## config.mk

```make
export PLATFORM = sky130hd
export DESIGN_NAME = vphy_regs
export DESIGN_NICKNAME = d
export VERILOG_FILES = /design/src/rtl/vphy_pkg.sv /design/src/rtl/vphy_regs.sv /design/src/rtl/vphy_word_reg.sv
export VERILOG_INCLUDE_DIRS = /design/src /design/src/rtl
export SDC_FILE = /design/constraint.sdc
export NUM_CORES = 1
export LEC_CHECK = 0
export BUFFER_PORTS_ARGS = -buffer_cell sky130_fd_sc_hd__buf_2
export CAP_MARGIN = 10
export CORE_ASPECT_RATIO = 0.75
export CORE_MARGIN = 2
export CORE_UTILIZATION = 44
export DETAILED_ROUTE_END_ITERATION = 10
export PLACE_DENSITY_LB_ADDON = 0.3
export SLEW_MARGIN = 0
export SYNTH_ARGS = -nofsm -noshare
export SYNTH_HDL_FRONTEND = slang
export SYNTH_SLANG_ARGS = --single-unit
```

## constraint.sdc

```tcl
create_clock -name clk_sys -period 1.5 [get_ports clk_sys]
set_input_delay 0.075 -clock clk_sys [delete_from_list [all_inputs] [get_ports clk_sys]]
set_output_delay 0.075 -clock clk_sys [all_outputs]
set_load 0.05 [all_outputs]
```

## src/rtl/vphy_map.svh

```systemverilog
// register offsets, field positions and reset values of the virtual phy
// identification and advertisement registers.
// assumes byte addresses on the internal map, one 32-bit word each.
`ifndef VPHY_MAP_SVH
`define VPHY_MAP_SVH

// ----------------------------------------------------------------------
// internal map byte offsets
// ----------------------------------------------------------------------
`define VPHY_OFS_ID_HIGH    9'h1c8
`define VPHY_OFS_ID_LOW     9'h1cc
`define VPHY_OFS_ADV        9'h1d0
`define VPHY_OFS_MIN_W      9

// ----------------------------------------------------------------------
// management register numbers
// ----------------------------------------------------------------------
`define VPHY_MII_ID_HIGH    5'h02
`define VPHY_MII_ID_LOW     5'h03
`define VPHY_MII_ADV        5'h04

// ----------------------------------------------------------------------
// field positions
// ----------------------------------------------------------------------
`define VPHY_BIT_ASYM       11
`define VPHY_BIT_PAUSE      10
`define VPHY_HALF_W         16

// ----------------------------------------------------------------------
// reset values and host-writable masks
// ----------------------------------------------------------------------
`define VPHY_RST_ID_HIGH    16'h0000
`define VPHY_RST_ID_LOW     16'h0000
`define VPHY_RST_ADV        16'h01e1
`define VPHY_WMASK_ID       16'hffff
`define VPHY_WMASK_ADV      16'h0dff
`define VPHY_RSVD_HIGH      16'h0000

`endif

```

## src/rtl/vphy_pkg.sv

```systemverilog
// types shared by the virtual phy register bank.
// assumes nothing beyond a systemverilog compiler.
package vphy_pkg;

	// one management-visible register half
	typedef logic [15:0] vphy_half_t;

	// strap capture sequence after reset release
	typedef enum logic [1:0] {
		STRAP_FILL,
		STRAP_LAST,
		STRAP_APPLY,
		STRAP_DONE
	} vphy_strap_e;

endpackage

```

## src/rtl/vphy_regs.sv

```systemverilog
// virtual phy identification and advertisement register bank.
// assumes a word-wide internal map port, a register-level management
// port (frame decoding lives outside) and a configuration loader.
//
// What this block does
// - id low bits 15:10 hold oui, rw, zero
// - id low bits 9:4 model number, rw, zero
// - id low bits 3:0 revision, rw, zero
// - 32-bit words, upper half reads zero; mii 16
// - advertisement at 1d0 and mii register four
// - next page bit 15 reads zero always
// - remote fault bit 13 reads zero always
// - asymmetric pause bit 11 rw, reset zero
// - pause bit resets to inverted latched strap
// - t4 ability bit 9 reads zero always
// - bits 8 to 5 rw abilities, reset one
// - selector 4:0 rw, resets to 00001
// - loader overwrites every writable advertisement bit
// - partner asym pause follows bit 11, sym pause is bit 10 xor bit 11
// - id high word below low, rw, zero
`timescale 1ns/100ps
`include "vphy_map.svh"
module vphy_regs #(
	parameter int ADDR_W = 9   // internal map byte address width
) (
	// clock and reset
	input  wire logic              clk_sys,
	input  wire logic              rst_n,
	// configuration strap pin
	input  wire logic              manual_flow_ctl_strap,
	// internal map port
	input  wire logic [ADDR_W-1:0] bus_addr,
	input  wire logic              bus_wr,
	input  wire logic              bus_rd,
	input  wire logic [31:0]       bus_wdata,
	output logic      [31:0]       bus_rdata,
	output logic                   bus_rvalid,
	// management register port
	input  wire logic [4:0]        mii_reg,
	input  wire logic              mii_wr,
	input  wire logic              mii_rd,
	input  wire logic [15:0]       mii_wdata,
	output logic      [15:0]       mii_rdata,
	output logic                   mii_rvalid,
	// configuration loader
	input  wire logic              load_valid,
	input  wire logic [15:0]       load_data,
	// to the auto-negotiation emulation
	output logic      [15:0]       adv_word,
	output logic                   lp_pause_sym,
	output logic                   lp_pause_asym
);

	// ------------------------------------------------------------------
	// elaboration check
	// ------------------------------------------------------------------
	if (ADDR_W < `VPHY_OFS_MIN_W) begin : g_addr_chk
		$error("ADDR_W too narrow for the register offsets");
	end

	// ------------------------------------------------------------------
	// strap synchroniser and capture
	// ------------------------------------------------------------------
	logic               strap_meta_reg;   // first stage, read by sync only
	logic               strap_sync_reg;   // second stage
	vphy_pkg::vphy_strap_e strap_st_reg;  // capture progress
	vphy_pkg::vphy_strap_e strap_st_next;

	// waits two edges so the synchroniser holds the pin level
	always_comb begin
		strap_st_next = strap_st_reg;
		case (strap_st_reg)
			vphy_pkg::STRAP_FILL:  strap_st_next = vphy_pkg::STRAP_LAST;
			vphy_pkg::STRAP_LAST:  strap_st_next = vphy_pkg::STRAP_APPLY;
			vphy_pkg::STRAP_APPLY: strap_st_next = vphy_pkg::STRAP_DONE;
			vphy_pkg::STRAP_DONE:  strap_st_next = vphy_pkg::STRAP_DONE;
			default:               strap_st_next = vphy_pkg::STRAP_DONE;
		endcase
	end

	// register stage of the strap path
	always_ff @(posedge clk_sys or negedge rst_n) begin
		if (!rst_n) begin
			strap_meta_reg <= 1'b0;
			strap_sync_reg <= 1'b0;
			strap_st_reg   <= vphy_pkg::STRAP_FILL;
		end else begin
			strap_meta_reg <= manual_flow_ctl_strap;
			strap_sync_reg <= strap_meta_reg;
			strap_st_reg   <= strap_st_next;
		end
	end

	// ------------------------------------------------------------------
	// address decode
	// ------------------------------------------------------------------
	logic [ADDR_W-1:0] word_addr;  // byte address with lane bits dropped
	logic bus_hit_hi;              // id high word selected
	logic bus_hit_lo;              // id low word selected
	logic bus_hit_adv;             // advertisement selected
	logic mii_hit_hi;
	logic mii_hit_lo;
	logic mii_hit_adv;

	// lane bits are ignored: every register is one aligned word
	assign word_addr   = {bus_addr[ADDR_W-1:2], 2'b00};
	assign bus_hit_hi  = word_addr == ADDR_W'(`VPHY_OFS_ID_HIGH);
	assign bus_hit_lo  = word_addr == ADDR_W'(`VPHY_OFS_ID_LOW);
	assign bus_hit_adv = word_addr == ADDR_W'(`VPHY_OFS_ADV);
	assign mii_hit_hi  = mii_reg == `VPHY_MII_ID_HIGH;
	assign mii_hit_lo  = mii_reg == `VPHY_MII_ID_LOW;
	assign mii_hit_adv = mii_reg == `VPHY_MII_ADV;

	// ------------------------------------------------------------------
	// write arbitration
	// ------------------------------------------------------------------
	vphy_pkg::vphy_half_t id_hi_q;   // stored id high word
	vphy_pkg::vphy_half_t id_lo_q;   // stored id low word
	vphy_pkg::vphy_half_t adv_q;     // stored advertisement
	logic                 id_hi_we;
	logic                 id_lo_we;
	logic                 adv_we;
	vphy_pkg::vphy_half_t id_hi_wd;
	vphy_pkg::vphy_half_t id_lo_wd;
	vphy_pkg::vphy_half_t adv_wd;

	// bus beats management; loader beats everything on the
	// advertisement so a reload always leaves its image intact
	always_comb begin
		id_hi_we = (bus_wr && bus_hit_hi) || (mii_wr && mii_hit_hi);
		id_hi_wd = (bus_wr && bus_hit_hi) ? bus_wdata[15:0] : mii_wdata;
		id_lo_we = (bus_wr && bus_hit_lo) || (mii_wr && mii_hit_lo);
		id_lo_wd = (bus_wr && bus_hit_lo) ? bus_wdata[15:0] : mii_wdata;
		adv_we   = 1'b0;
		adv_wd   = adv_q;
		if (load_valid) begin
			adv_we = 1'b1;
			adv_wd = load_data;
		end else if (strap_st_reg == vphy_pkg::STRAP_APPLY) begin
			adv_we = 1'b1;
			adv_wd[`VPHY_BIT_PAUSE] = ~strap_sync_reg;
		end else if (bus_wr && bus_hit_adv) begin
			adv_we = 1'b1;
			adv_wd = bus_wdata[15:0];
		end else if (mii_wr && mii_hit_adv) begin
			adv_we = 1'b1;
			adv_wd = mii_wdata;
		end
	end

	// ------------------------------------------------------------------
	// register storage
	// ------------------------------------------------------------------
	// whole word writable, resets to zero
	vphy_word_reg #(
		.RST_VAL (`VPHY_RST_ID_HIGH),
		.WR_MASK (`VPHY_WMASK_ID)
	) u_id_hi (
		.clk_sys (clk_sys),
		.rst_n   (rst_n),
		.we      (id_hi_we),
		.wd      (id_hi_wd),
		.q       (id_hi_q)
	);

	// oui, model and revision fields, all writable, all zero
	vphy_word_reg #(
		.RST_VAL (`VPHY_RST_ID_LOW),
		.WR_MASK (`VPHY_WMASK_ID)
	) u_id_lo (
		.clk_sys (clk_sys),
		.rst_n   (rst_n),
		.we      (id_lo_we),
		.wd      (id_lo_wd),
		.q       (id_lo_q)
	);

	// mask pins bits 15,14,13,12,9 at zero whatever is written
	vphy_word_reg #(
		.RST_VAL (`VPHY_RST_ADV),
		.WR_MASK (`VPHY_WMASK_ADV)
	) u_adv (
		.clk_sys (clk_sys),
		.rst_n   (rst_n),
		.we      (adv_we),
		.wd      (adv_wd),
		.q       (adv_q)
	);

	// ------------------------------------------------------------------
	// read paths and partner emulation
	// ------------------------------------------------------------------
	logic [31:0] bus_rdata_reg;    // held bus read word
	logic [31:0] bus_rdata_next;
	logic        bus_rvalid_reg;   // one-cycle bus read strobe
	logic        bus_rvalid_next;
	logic [15:0] mii_rdata_reg;    // held management read word
	logic [15:0] mii_rdata_next;
	logic        mii_rvalid_reg;   // one-cycle management read strobe
	logic        mii_rvalid_next;
	logic        lp_sym_reg;       // emulated partner symmetric pause
	logic        lp_sym_next;
	logic        lp_asym_reg;      // emulated partner asymmetric pause
	logic        lp_asym_next;

	// read data is held until the next read request; unmapped
	// addresses read as zero and the upper half is always zero
	always_comb begin
		bus_rvalid_next = bus_rd;
		mii_rvalid_next = mii_rd;
		bus_rdata_next  = bus_rdata_reg;
		if (bus_rd) begin
			bus_rdata_next = 32'h0000_0000;
			if (bus_hit_hi) begin
				bus_rdata_next = {`VPHY_RSVD_HIGH, id_hi_q};
			end else if (bus_hit_lo) begin
				bus_rdata_next = {`VPHY_RSVD_HIGH, id_lo_q};
			end else if (bus_hit_adv) begin
				bus_rdata_next = {`VPHY_RSVD_HIGH, adv_q};
			end
		end
		mii_rdata_next = mii_rdata_reg;
		if (mii_rd) begin
			mii_rdata_next = 16'h0000;
			if (mii_hit_hi) begin
				mii_rdata_next = id_hi_q;
			end else if (mii_hit_lo) begin
				mii_rdata_next = id_lo_q;
			end else if (mii_hit_adv) begin
				mii_rdata_next = adv_q;
			end
		end
		// partner grants asymmetric as asked, symmetric only when exactly one pause bit is set
		lp_sym_next  = adv_q[`VPHY_BIT_PAUSE] ^
			adv_q[`VPHY_BIT_ASYM];
		lp_asym_next = adv_q[`VPHY_BIT_ASYM];
	end

	// register stage of the read paths
	always_ff @(posedge clk_sys or negedge rst_n) begin
		if (!rst_n) begin
			bus_rdata_reg  <= 32'h0000_0000;
			bus_rvalid_reg <= 1'b0;
			mii_rdata_reg  <= 16'h0000;
			mii_rvalid_reg <= 1'b0;
			lp_sym_reg     <= 1'b0;
			lp_asym_reg    <= 1'b0;
		end else begin
			bus_rdata_reg  <= bus_rdata_next;
			bus_rvalid_reg <= bus_rvalid_next;
			mii_rdata_reg  <= mii_rdata_next;
			mii_rvalid_reg <= mii_rvalid_next;
			lp_sym_reg     <= lp_sym_next;
			lp_asym_reg    <= lp_asym_next;
		end
	end

	assign bus_rdata     = bus_rdata_reg;
	assign bus_rvalid    = bus_rvalid_reg;
	assign mii_rdata     = mii_rdata_reg;
	assign mii_rvalid    = mii_rvalid_reg;
	assign adv_word      = adv_q;
	assign lp_pause_sym  = lp_sym_reg;
	assign lp_pause_asym = lp_asym_reg;

endmodule // vphy_regs

```

## src/rtl/vphy_word_reg.sv

```systemverilog
// one 16-bit register with fixed read-only bits.
// assumes the caller has already chosen one write per cycle.
`timescale 1ns/100ps
module vphy_word_reg #(
	parameter logic [15:0] RST_VAL = 16'h0000,  // reset and fixed values
	parameter logic [15:0] WR_MASK = 16'hffff   // bits that take writes
) (
	// clock and reset
	input  wire logic        clk_sys,
	input  wire logic        rst_n,
	// write request
	input  wire logic        we,
	input  wire logic [15:0] wd,
	// stored value
	output logic      [15:0] q
);

	logic [15:0] q_reg;   // stored word
	logic [15:0] q_next;  // next stored word

	// ------------------------------------------------------------------
	// next value: masked bits never move off their fixed value
	// ------------------------------------------------------------------
	always_comb begin
		q_next = q_reg;
		if (we) begin
			q_next = (wd & WR_MASK) | (RST_VAL & ~WR_MASK);
		end
	end

	// register stage
	always_ff @(posedge clk_sys or negedge rst_n) begin
		if (!rst_n) begin
			q_reg <= RST_VAL;
		end else begin
			q_reg <= q_next;
		end
	end

	assign q = q_reg;

endmodule // vphy_word_reg

```

==> run summary, run 1 <==
The relative max-transition margin came out at 64.5%. The remaining global-route overflow came out at 0. Detailed placement ended at an HPWL of 8.30 mm. The number of buffers added for setup after CTS is 0.

The antenna violation net count after detailed routing came out at 0. The capturing element type of the critical path is a flop. The number of synthesized register bits came out at 83. The arrival time of the worst setup path came out at 1600 ps.

The main combinational cell family by area after synthesis is compound AO/OA/AOI/OAI gates. The relative area change from synthesis to final layout came out at 25.7%. The core box area came out at 9540 um^2. The first-pass iteration count of the detailed router came out at 5. The initial cell density of the core came out at 44.8%. The area of the die came out at 10500 um^2. The number of global-route vias before repair came out at 3535.

The hold violation count in the final report came out at 0. The worst hold path belongs to the class input port to flop. Setup violations remaining at the end of the flow were counted as 0.

The count of synthesis-stage warnings from yosys came out at 0. The number of inserted diodes came out at 0. The slowest stage of the critical path is the dfrtp_1 cell. After synthesis, the mean cell area works out to 9.94 um^2. The cell area after synthesis came out at 4280 um^2.

The later pin in the worst-skew pair is clocked with a latency of 340 ps. The final net count came out at 640. For this design the static power due to leakage is 2.72 nW.

Buffers inserted during clock tree synthesis total 9. For this design the top-level I/O count stands at 154. The number of synthesized flops with an enable pin came out at 0.

In this run the number of H-tree levels came out at 3. The distinct cell type count after synthesis is 40. On the final layout, the worst clock skew is 5.60 ps.

The kind of launch point of the worst setup path is a flop. Traced cell by cell, the critical path runs through nand2b_2 > nand2b_1 > buf_12 > a21oi_1 > a222oi_1. The largest vdd supply drop is around 0.67 mV.

The max-slew violation total from the final report is 0. The congestion estimate from routability-driven global placement came to just over 0.8. In this run the tool buffered the top-level ports with 109 buffer cells. The startpoint of the lowest-slack register-to-register path is strap_st_reg[0]. The actual slew at the worst max-slew pin came out at around 530 ps. Synthesis handed over a netlist of between 400 and 500 instances. In the layout the commonest cells are 108 x buf_2, 78 x dfrtp_1, 68 x nor2_1. Dividing the detail-routed wire length by the instance count gives 17.3 um. The clock network fraction of total power is 34.1%.

The worst path needs 1370 ps of the cycle, external delays included. The synthesized netlist devotes 0.205% of its cell area to XOR and XNOR gates. The required time of the worst setup path came out at 1720 ps. After detailed placement, the design holds a cell count of 666.

The core occupancy in the finished layout is 56.3%. The highest net fanout along the worst path came out at 11. The minimum setup slack in the final design is 125 ps. The combined global-route utilization of all metal layers came out at 23.0%.

The share of post-route cells with drive strength above 1 is between 30% and 40%. TritonCTS built the clock tree. The synthesized netlist devotes 0% of its cell area to adder and majority cells. The final critical-path share of the clock period came out at between 90% and 100%. The switching part of the total power is 31.4%. The count of unresolved DRC violations after routing is 0. The die is 89.4 um tall.

The synthesized-area fraction occupied by ao, oa, aoi and oai cells is 19.0%. Once layout is complete, the cells apart from fillers number 691. Summing all multi-input logic gate instances after layout gives 1890 um^2. The tree is rooted in a clkbuf_16.

The number of maximum-capacitance violations is 0. The final route contains roughly 3700 vias. Dividing the detail-routed via count by the number of cells gives 5.40. Setup repair after global routing left no endpoint under its margin.

The kind of cell with the highest combined delay along the critical path is flip-flops. The cell internal power dissipation is 4.39 mW. The count of filler cells inserted in the layout came out at 868. The worst hold path begins at bus_wdata[13]. The run finished with clean final reports. Timing would allow up to 0.728 GHz.

For this run, the leading register cell type out of synthesis is dfrtp_1. Sequential elements use between 40% and 50% of the synthesized area. Power comes to around 6.4 mW.

The die boundary width came out at roughly 120 um. The proportion of power drawn by combinational gates came out at between 20% and 30%. The share of synthesized area spent on multiplexers is between 10% and 20%. The most common library cell in the layout ignoring fill and taps is buf_2. The delay of the slowest critical-path stage came out at 380 ps.

In this run the power density over the cells is 1190 nW/um^2. The critical path starts at strap_st_reg[0]. The CTS sink count is 83. The total length of routed wires came out at 12.0 mm. OpenSTA, run right after detailed placement, puts the worst setup slack at -24.0 ps. The buffer and inverter count on the worst path is 1. The initial antenna violation count is 0. After clock tree synthesis, the clock-pin slew on the worst setup and hold paths is 60 ps. After the first detailed-routing iteration, the DRC count stood at 365. The sequential cell fraction of total power came out at 44.3%. The first global-routing pass estimated 18.4 mm of wire. The fraction of registers with async set/reset came out at 100%.

The number of buffers between clock root and the deepest sink came out at 2. The sequential cells in the finished layout cover a total of around 2100 um^2. The synthesized netlist devotes 12.7% of its cell area to simple gates.

The critical path in this run is classified as flop to flop. The net switching power came out at ~2.0 mW. The pin count of the biggest net entering global routing came out at 42. The floorplan has 31 rows.
cell type report:
class | count | area share [%]
timing repair buffer | 141 | 16.3
clock inverter | 4 | 0.932
tap | 132 | 3.07
clock buffer | 12 | 4.59
inverter | 16 | 1.12
multi-input combinational | 303 | 35.3
sequential | 83 | 38.8
tightest hold or removal path, stage by stage:
cell and delay [ps]:
buf_2 90, nor2_1 40, a21oi_1 100
path summary, 6_finish.rpt:
check                                 end  slack [ps]  cells past startpoint
hold / removal              u_id_lo.q[13]          10                      3
setup / recovery               u_adv.q[0]         130                      5
hold reg to reg            strap_sync_reg         350                      0
min in group asynchronous    mii_rdata[5]         220                      2
setup reg to reg               u_adv.q[0]         130                      5
max in group asynchronous      u_adv.q[8]         670                      3
cell families after synthesis:
| kind of cell | Yosys count |
|---|---|
| mux | 43 |
| xor+xnor | 1 |
| flops | 83 |
| compound gates | 129 |
| simple gates | 109 |
| other cells | 1 |
| buf+inv | 64 |
layer usage:
layer	wire [um]	up-vias	track usage, %	share of wire, %
li1	-	1755	-	-
met2	5600	169	38.5	47
met5	0	-	0	0
met1	5220	1789	29.9	44
met4	167	0	6.90	1.4
met3	991	16	6.06	8.3
timing repair:
item | CTS | global route
hold buffers | 9 | 0
resized for setup | 0 | 2
endpoints found under the setup margin | 0 | 5
hold endpoints to repair | 35 | 0
synth_stat cells (2+ instances only):
| cell | n | area, um^2 |
|---|---|---|
| a31oi_1 | 11 | 68.8 |
| mux2i_1 | 32 | 320 |
| buf_4 | 25 | 188 |
| nand2_2 | 2 | 12.5 |
| a21oi_1 | 62 | 310 |
| o21ai_0 | 9 | 45.0 |
| nor2_4 | 2 | 22.5 |
| a32oi_1 | 5 | 43.8 |
| nand4_1 | 2 | 12.5 |
| dfstp_2 | 5 | 131 |
| clkbuf_1 | 9 | 33.8 |
| dfrtp_1 | 78 | 1950 |
| buf_2 | 8 | 40.0 |
| mux2_2 | 11 | 124 |
| inv_1 | 16 | 60.1 |
| a222oi_1 | 8 | 80.1 |
| buf_6 | 5 | 56.3 |
| a22oi_1 | 28 | 210 |
| and4bb_2 | 3 | 37.5 |
| nand2b_1 | 4 | 25.0 |
| nand2_1 | 18 | 67.6 |
| and4b_1 | 2 | 20.0 |
| nor2_1 | 68 | 255 |
power groups by stage:
stage / Clock (mW) / Combinational [mW] / Sequential [mW]
3_5_place_dp: 0 / 1.36 / 2.86
5_1_grt: 2.33 / 1.49 / 2.87
3_3_place_gp: 0 / 1.33 / 2.84
2_1_floorplan: 0 / 0.668 / 3.16
4_1_cts: 2.24 / 1.38 / 2.82
6_report: 2.18 / 1.38 / 2.83
metrics by stage:
step | instance area, um^2 | hold slack, ps | setup TNS (ps)
floorplan | 4350 | -221 | 0
global placement | 4980 | 21.5 | 0
detailed placement | 4980 | 23.4 | -40.3
CTS | 5360 | 7.42 | 0
global route | 5370 | 8.40 | 0
finish | 5370 | 14.3 | 0
Note: power is estimated with default switching activity, not from simulation.
==> inputs of run 2 (changes only) <==
--- a/config.mk
+++ b/config.mk
@@ -10,10 +10,11 @@
 export CAP_MARGIN = 10
 export CORE_ASPECT_RATIO = 0.75
 export CORE_MARGIN = 2
-export CORE_UTILIZATION = 44
+export CORE_UTILIZATION = 45
 export DETAILED_ROUTE_END_ITERATION = 10
 export PLACE_DENSITY_LB_ADDON = 0.3
 export SLEW_MARGIN = 0
 export SYNTH_ARGS = -nofsm -noshare
 export SYNTH_HDL_FRONTEND = slang
+export SYNTH_HIERARCHICAL = 1
 export SYNTH_SLANG_ARGS = --single-unit
==> run 2 against run 1 <==
Cell area grew 15%. Flip-flop and latch count stayed put. Sequential share of layout area is 4.9 points lower. Synthesized area rose by 15%. Critical path depth unchanged. Cell count grew 1.6%. Clock-buffer cell count increased by 1. Sequential power rose by 4%. Non-clock buffer count is 16 higher. Fmax increased by 1.1%.
==> run summary, run 2 <==
The sequential cell area was 2080 um^2 (unchanged). The pin count of the biggest net entering global routing came out at 34 (-19%). In the layout the commonest cells are 108 x buf_2, 78 x dfrtp_1, 45 x mux2_2. The first-pass iteration count of the detailed router came out at 4 (-1). The startpoint of the lowest-slack register-to-register path is strap_st_reg[0]. The share of post-route cells with drive strength above 1 came to 48.6% (+17 points).

The number of inserted diodes is 0 (unchanged). TritonCTS built the clock tree. The instance count after placement with tap cells included came to 686 (+3.0%). The remaining global-route overflow came out at 0 (unchanged). The actual slew at the worst max-slew pin is 568 ps (+34.6 ps). The core box area came out at 10800 um^2 (+13%). The leakage power came to 3.00 nW (+10%). The per-instance average area after synthesis is 11.6 um^2 (+17%). The number of standard cells in the layout, taps in and fillers out was 702 (+1.6%). The CTS H-tree depth was 3 (unchanged). The count of synthesis-stage warnings from yosys was 6 (+6). The via count was 3883 (+4.1%).

The number of buffers inserted during clock tree synthesis came to 9 (unchanged). The type of the worst setup path is flop to flop. The cell count after synthesis is 425 (-1.2%). The start point of the critical path is strap_st_reg[0]. The area of the die came out at 11800 um^2 (+12%). The total length of routed wires came out at 13.2 mm (+11%).

The core occupancy in the finished layout was 57.1% (+0.82 points). The worst hold path belongs to the class input port to flop. The row count was 33 (+6.5%). The final design area excluding fillers was 6160 um^2 (+15%). Routed signal wires occupy layers up through met4.

The relative area change from synthesis to final layout came out at 25.0%. The relative max-transition margin is 62.1% (-2.3 points). The required time of the worst setup path is 1720 ps (about the same). The maximum clock rate is 0.735 GHz (+1.1%). The cell area after synthesis is 4920 um^2 (+15%). The worst clock skew is 7.18 ps (+1.58 ps). The die boundary height came out at 94.6 um (+5.8%). The setup violation total in the final timing report is 0 (unchanged).

The clock transition time at the flip-flop clock pins of the worst setup and hold paths came out at 60 ps (about the same). The final net count is 645 (+0.78%). The initial cell density of the core came to 45.7% (+0.88 points). Leaving out fill and tap cells, the most frequent cell in the layout is buf_2. The number of global-route vias before repair was 4086 (+16%). The count of buffers inserted at the top-level ports came out at 109 (unchanged). The number of maximum-capacitance violations came out at 0 (unchanged).

The detailed router's first-iteration violation count came to 262 (-28%). The power per standard cell area came out at 1120 nW/um^2 (-5.6%). The count of filler cells inserted in the layout is 915 (+5.4%). The count of unresolved DRC violations after routing came out at 0 (unchanged). The power after layout is 6.92 mW (+8.2%).

The max-slew violation total from the final report came out at 0 (unchanged). The detailed-routed wire length on met2 came to 6.24 mm (+11%). The average via count per standard cell came out at 5.53 (+2.5%).

STA classifies the critical path endpoint as a flop. The highest net fanout along the worst path is 6 (-5). The CTS sink count came to 83 (unchanged).

The largest vdd supply drop came out at 0.553 mV (-18%). The routed length on met3 came out at 925 um (-6.7%). The hold violation count in the final report came out at 0 (unchanged).

The number of placed I/O pins came to 154 (unchanged). The CTS root buffer is clkbuf_16. The global-route wire length before repair is 21.4 mm (+16%). The antenna violation net count after detailed routing came out at 0 (unchanged). The startpoint identified for the worst hold timing path is load_data[10]. The flow ran to the end, and the final reports show no timing, DRC or antenna violations. The final critical-path share of the clock period is 90.6% (-0.99 points). The area of the multi-input gates came out at 2550 um^2 (+35%). The arrival time of the worst setup path came out at 1580 ps (-20 ps). The number of buffers between clock root and the deepest sink is 2 (unchanged). The post-route met1 wirelength is 6.00 mm (+15%). Setup repair after global routing left no endpoint under its margin.

STA classifies the critical path startpoint as a flop. The post-layout minimum cycle time is 1360 ps (-14.8 ps). The combined global-route utilization of all metal layers is 23.2% (+0.19 points). The half-perimeter wire length after detailed placement came out at 9.66 mm (+16%). The insertion delay of the later-clocked pin in the worst-skew pair is 330 ps (about the same). The die boundary width is 125 um (+5.9%). The placement-stage cell area came out at 5850 um^2 (+18%).

The placer congestion estimate came out at 0.807 (-0.86%). The initial antenna violation count is 0 (unchanged). The routed wirelength normalized by instance count came out at 18.9 um (+8.9%).
run 2: cell count changes in the layout (fill, tap and decap cells not counted), moves of 8 or more:
cell / previous run / this run
a21oi_1: 62 / 8
mux2_4: 0 / 39
mux2_2: 11 / 45
nor2_1: 68 / 44
buf_4: 19 / 38
a211oi_1: 0 / 17
nand2_1: 18 / 2
a221oi_1: 1 / 16
mux2i_1: 32 / 20
a31oi_1: 11 / 0
or3_1: 0 / 10
a222oi_1: 8 / 0
run 2: layout make-up:
class,instances,share of cell area [%]
Multi-Input combinational cell,299,41.4
Sequential cell,83,33.8
Timing Repair Buffer,157,16.7
Clock buffer,13,4.55
Tap cell,140,2.85
Inverter,9,0.549
Clock inverter,1,0.122
run 2: final timing paths:
check | cells past startpoint | to | slack [ps]
setup / recovery | 5 | u_adv/q[1] | 140
hold / removal | 4 | u_adv/q[10] | 110
setup reg to reg | 5 | u_adv/q[1] | 140
hold reg to reg | 0 | strap_sync_reg | 360
max in group asynchronous | 3 | u_adv/q[0] | 740
min in group asynchronous | 2 | u_adv/q[11] | 190
run 2: what timing repair did:
item | 4_1_cts | 5_1_grt
hold buffers | 2 | 0
setup buffers | 0 | 0
resized for setup | 0 | 0
hold endpoints to repair | 49 | 0
run 2: stage by stage:
step	worst slack, ps	TNS (ps)	hold slack [ps]
final	140	0	107
after global routing	4.47	0	112
after CTS	146	0	96.5
after detailed placement	-183	-7900	15.8
after global placement	-151	-6570	10.3
after floorplan	-227	-3600	-221
run 2: report_power, final:
| part | switching (mW) | internal (mW) | total (mW) |
|---|---|---|---|
| clock network | 0.863 | 1.29 | 2.15 |
| registers | 0.331 | 2.61 | 2.94 |
| logic | 1.09 | 0.740 | 1.83 |
| total | 2.29 | 4.63 | 6.92 |
run 2: critical path, stage by stage, from the launching register on:
cell,delay (ps)
dfrtp_1,370
inv_1,80
a21oi_2,210
nand2_1,100
buf_4,190
mux2_4,300
run 2: layer usage:
| metal | global-route usage (%) | up-vias |
|---|---|---|
| met3 | 5.72 | 12 |
| met2 | 38.8 | 154 |
| met5 | 0 | - |
| li1 | - | 1795 |
| met1 | 30.4 | 1922 |
| met4 | 6.09 | 0 |
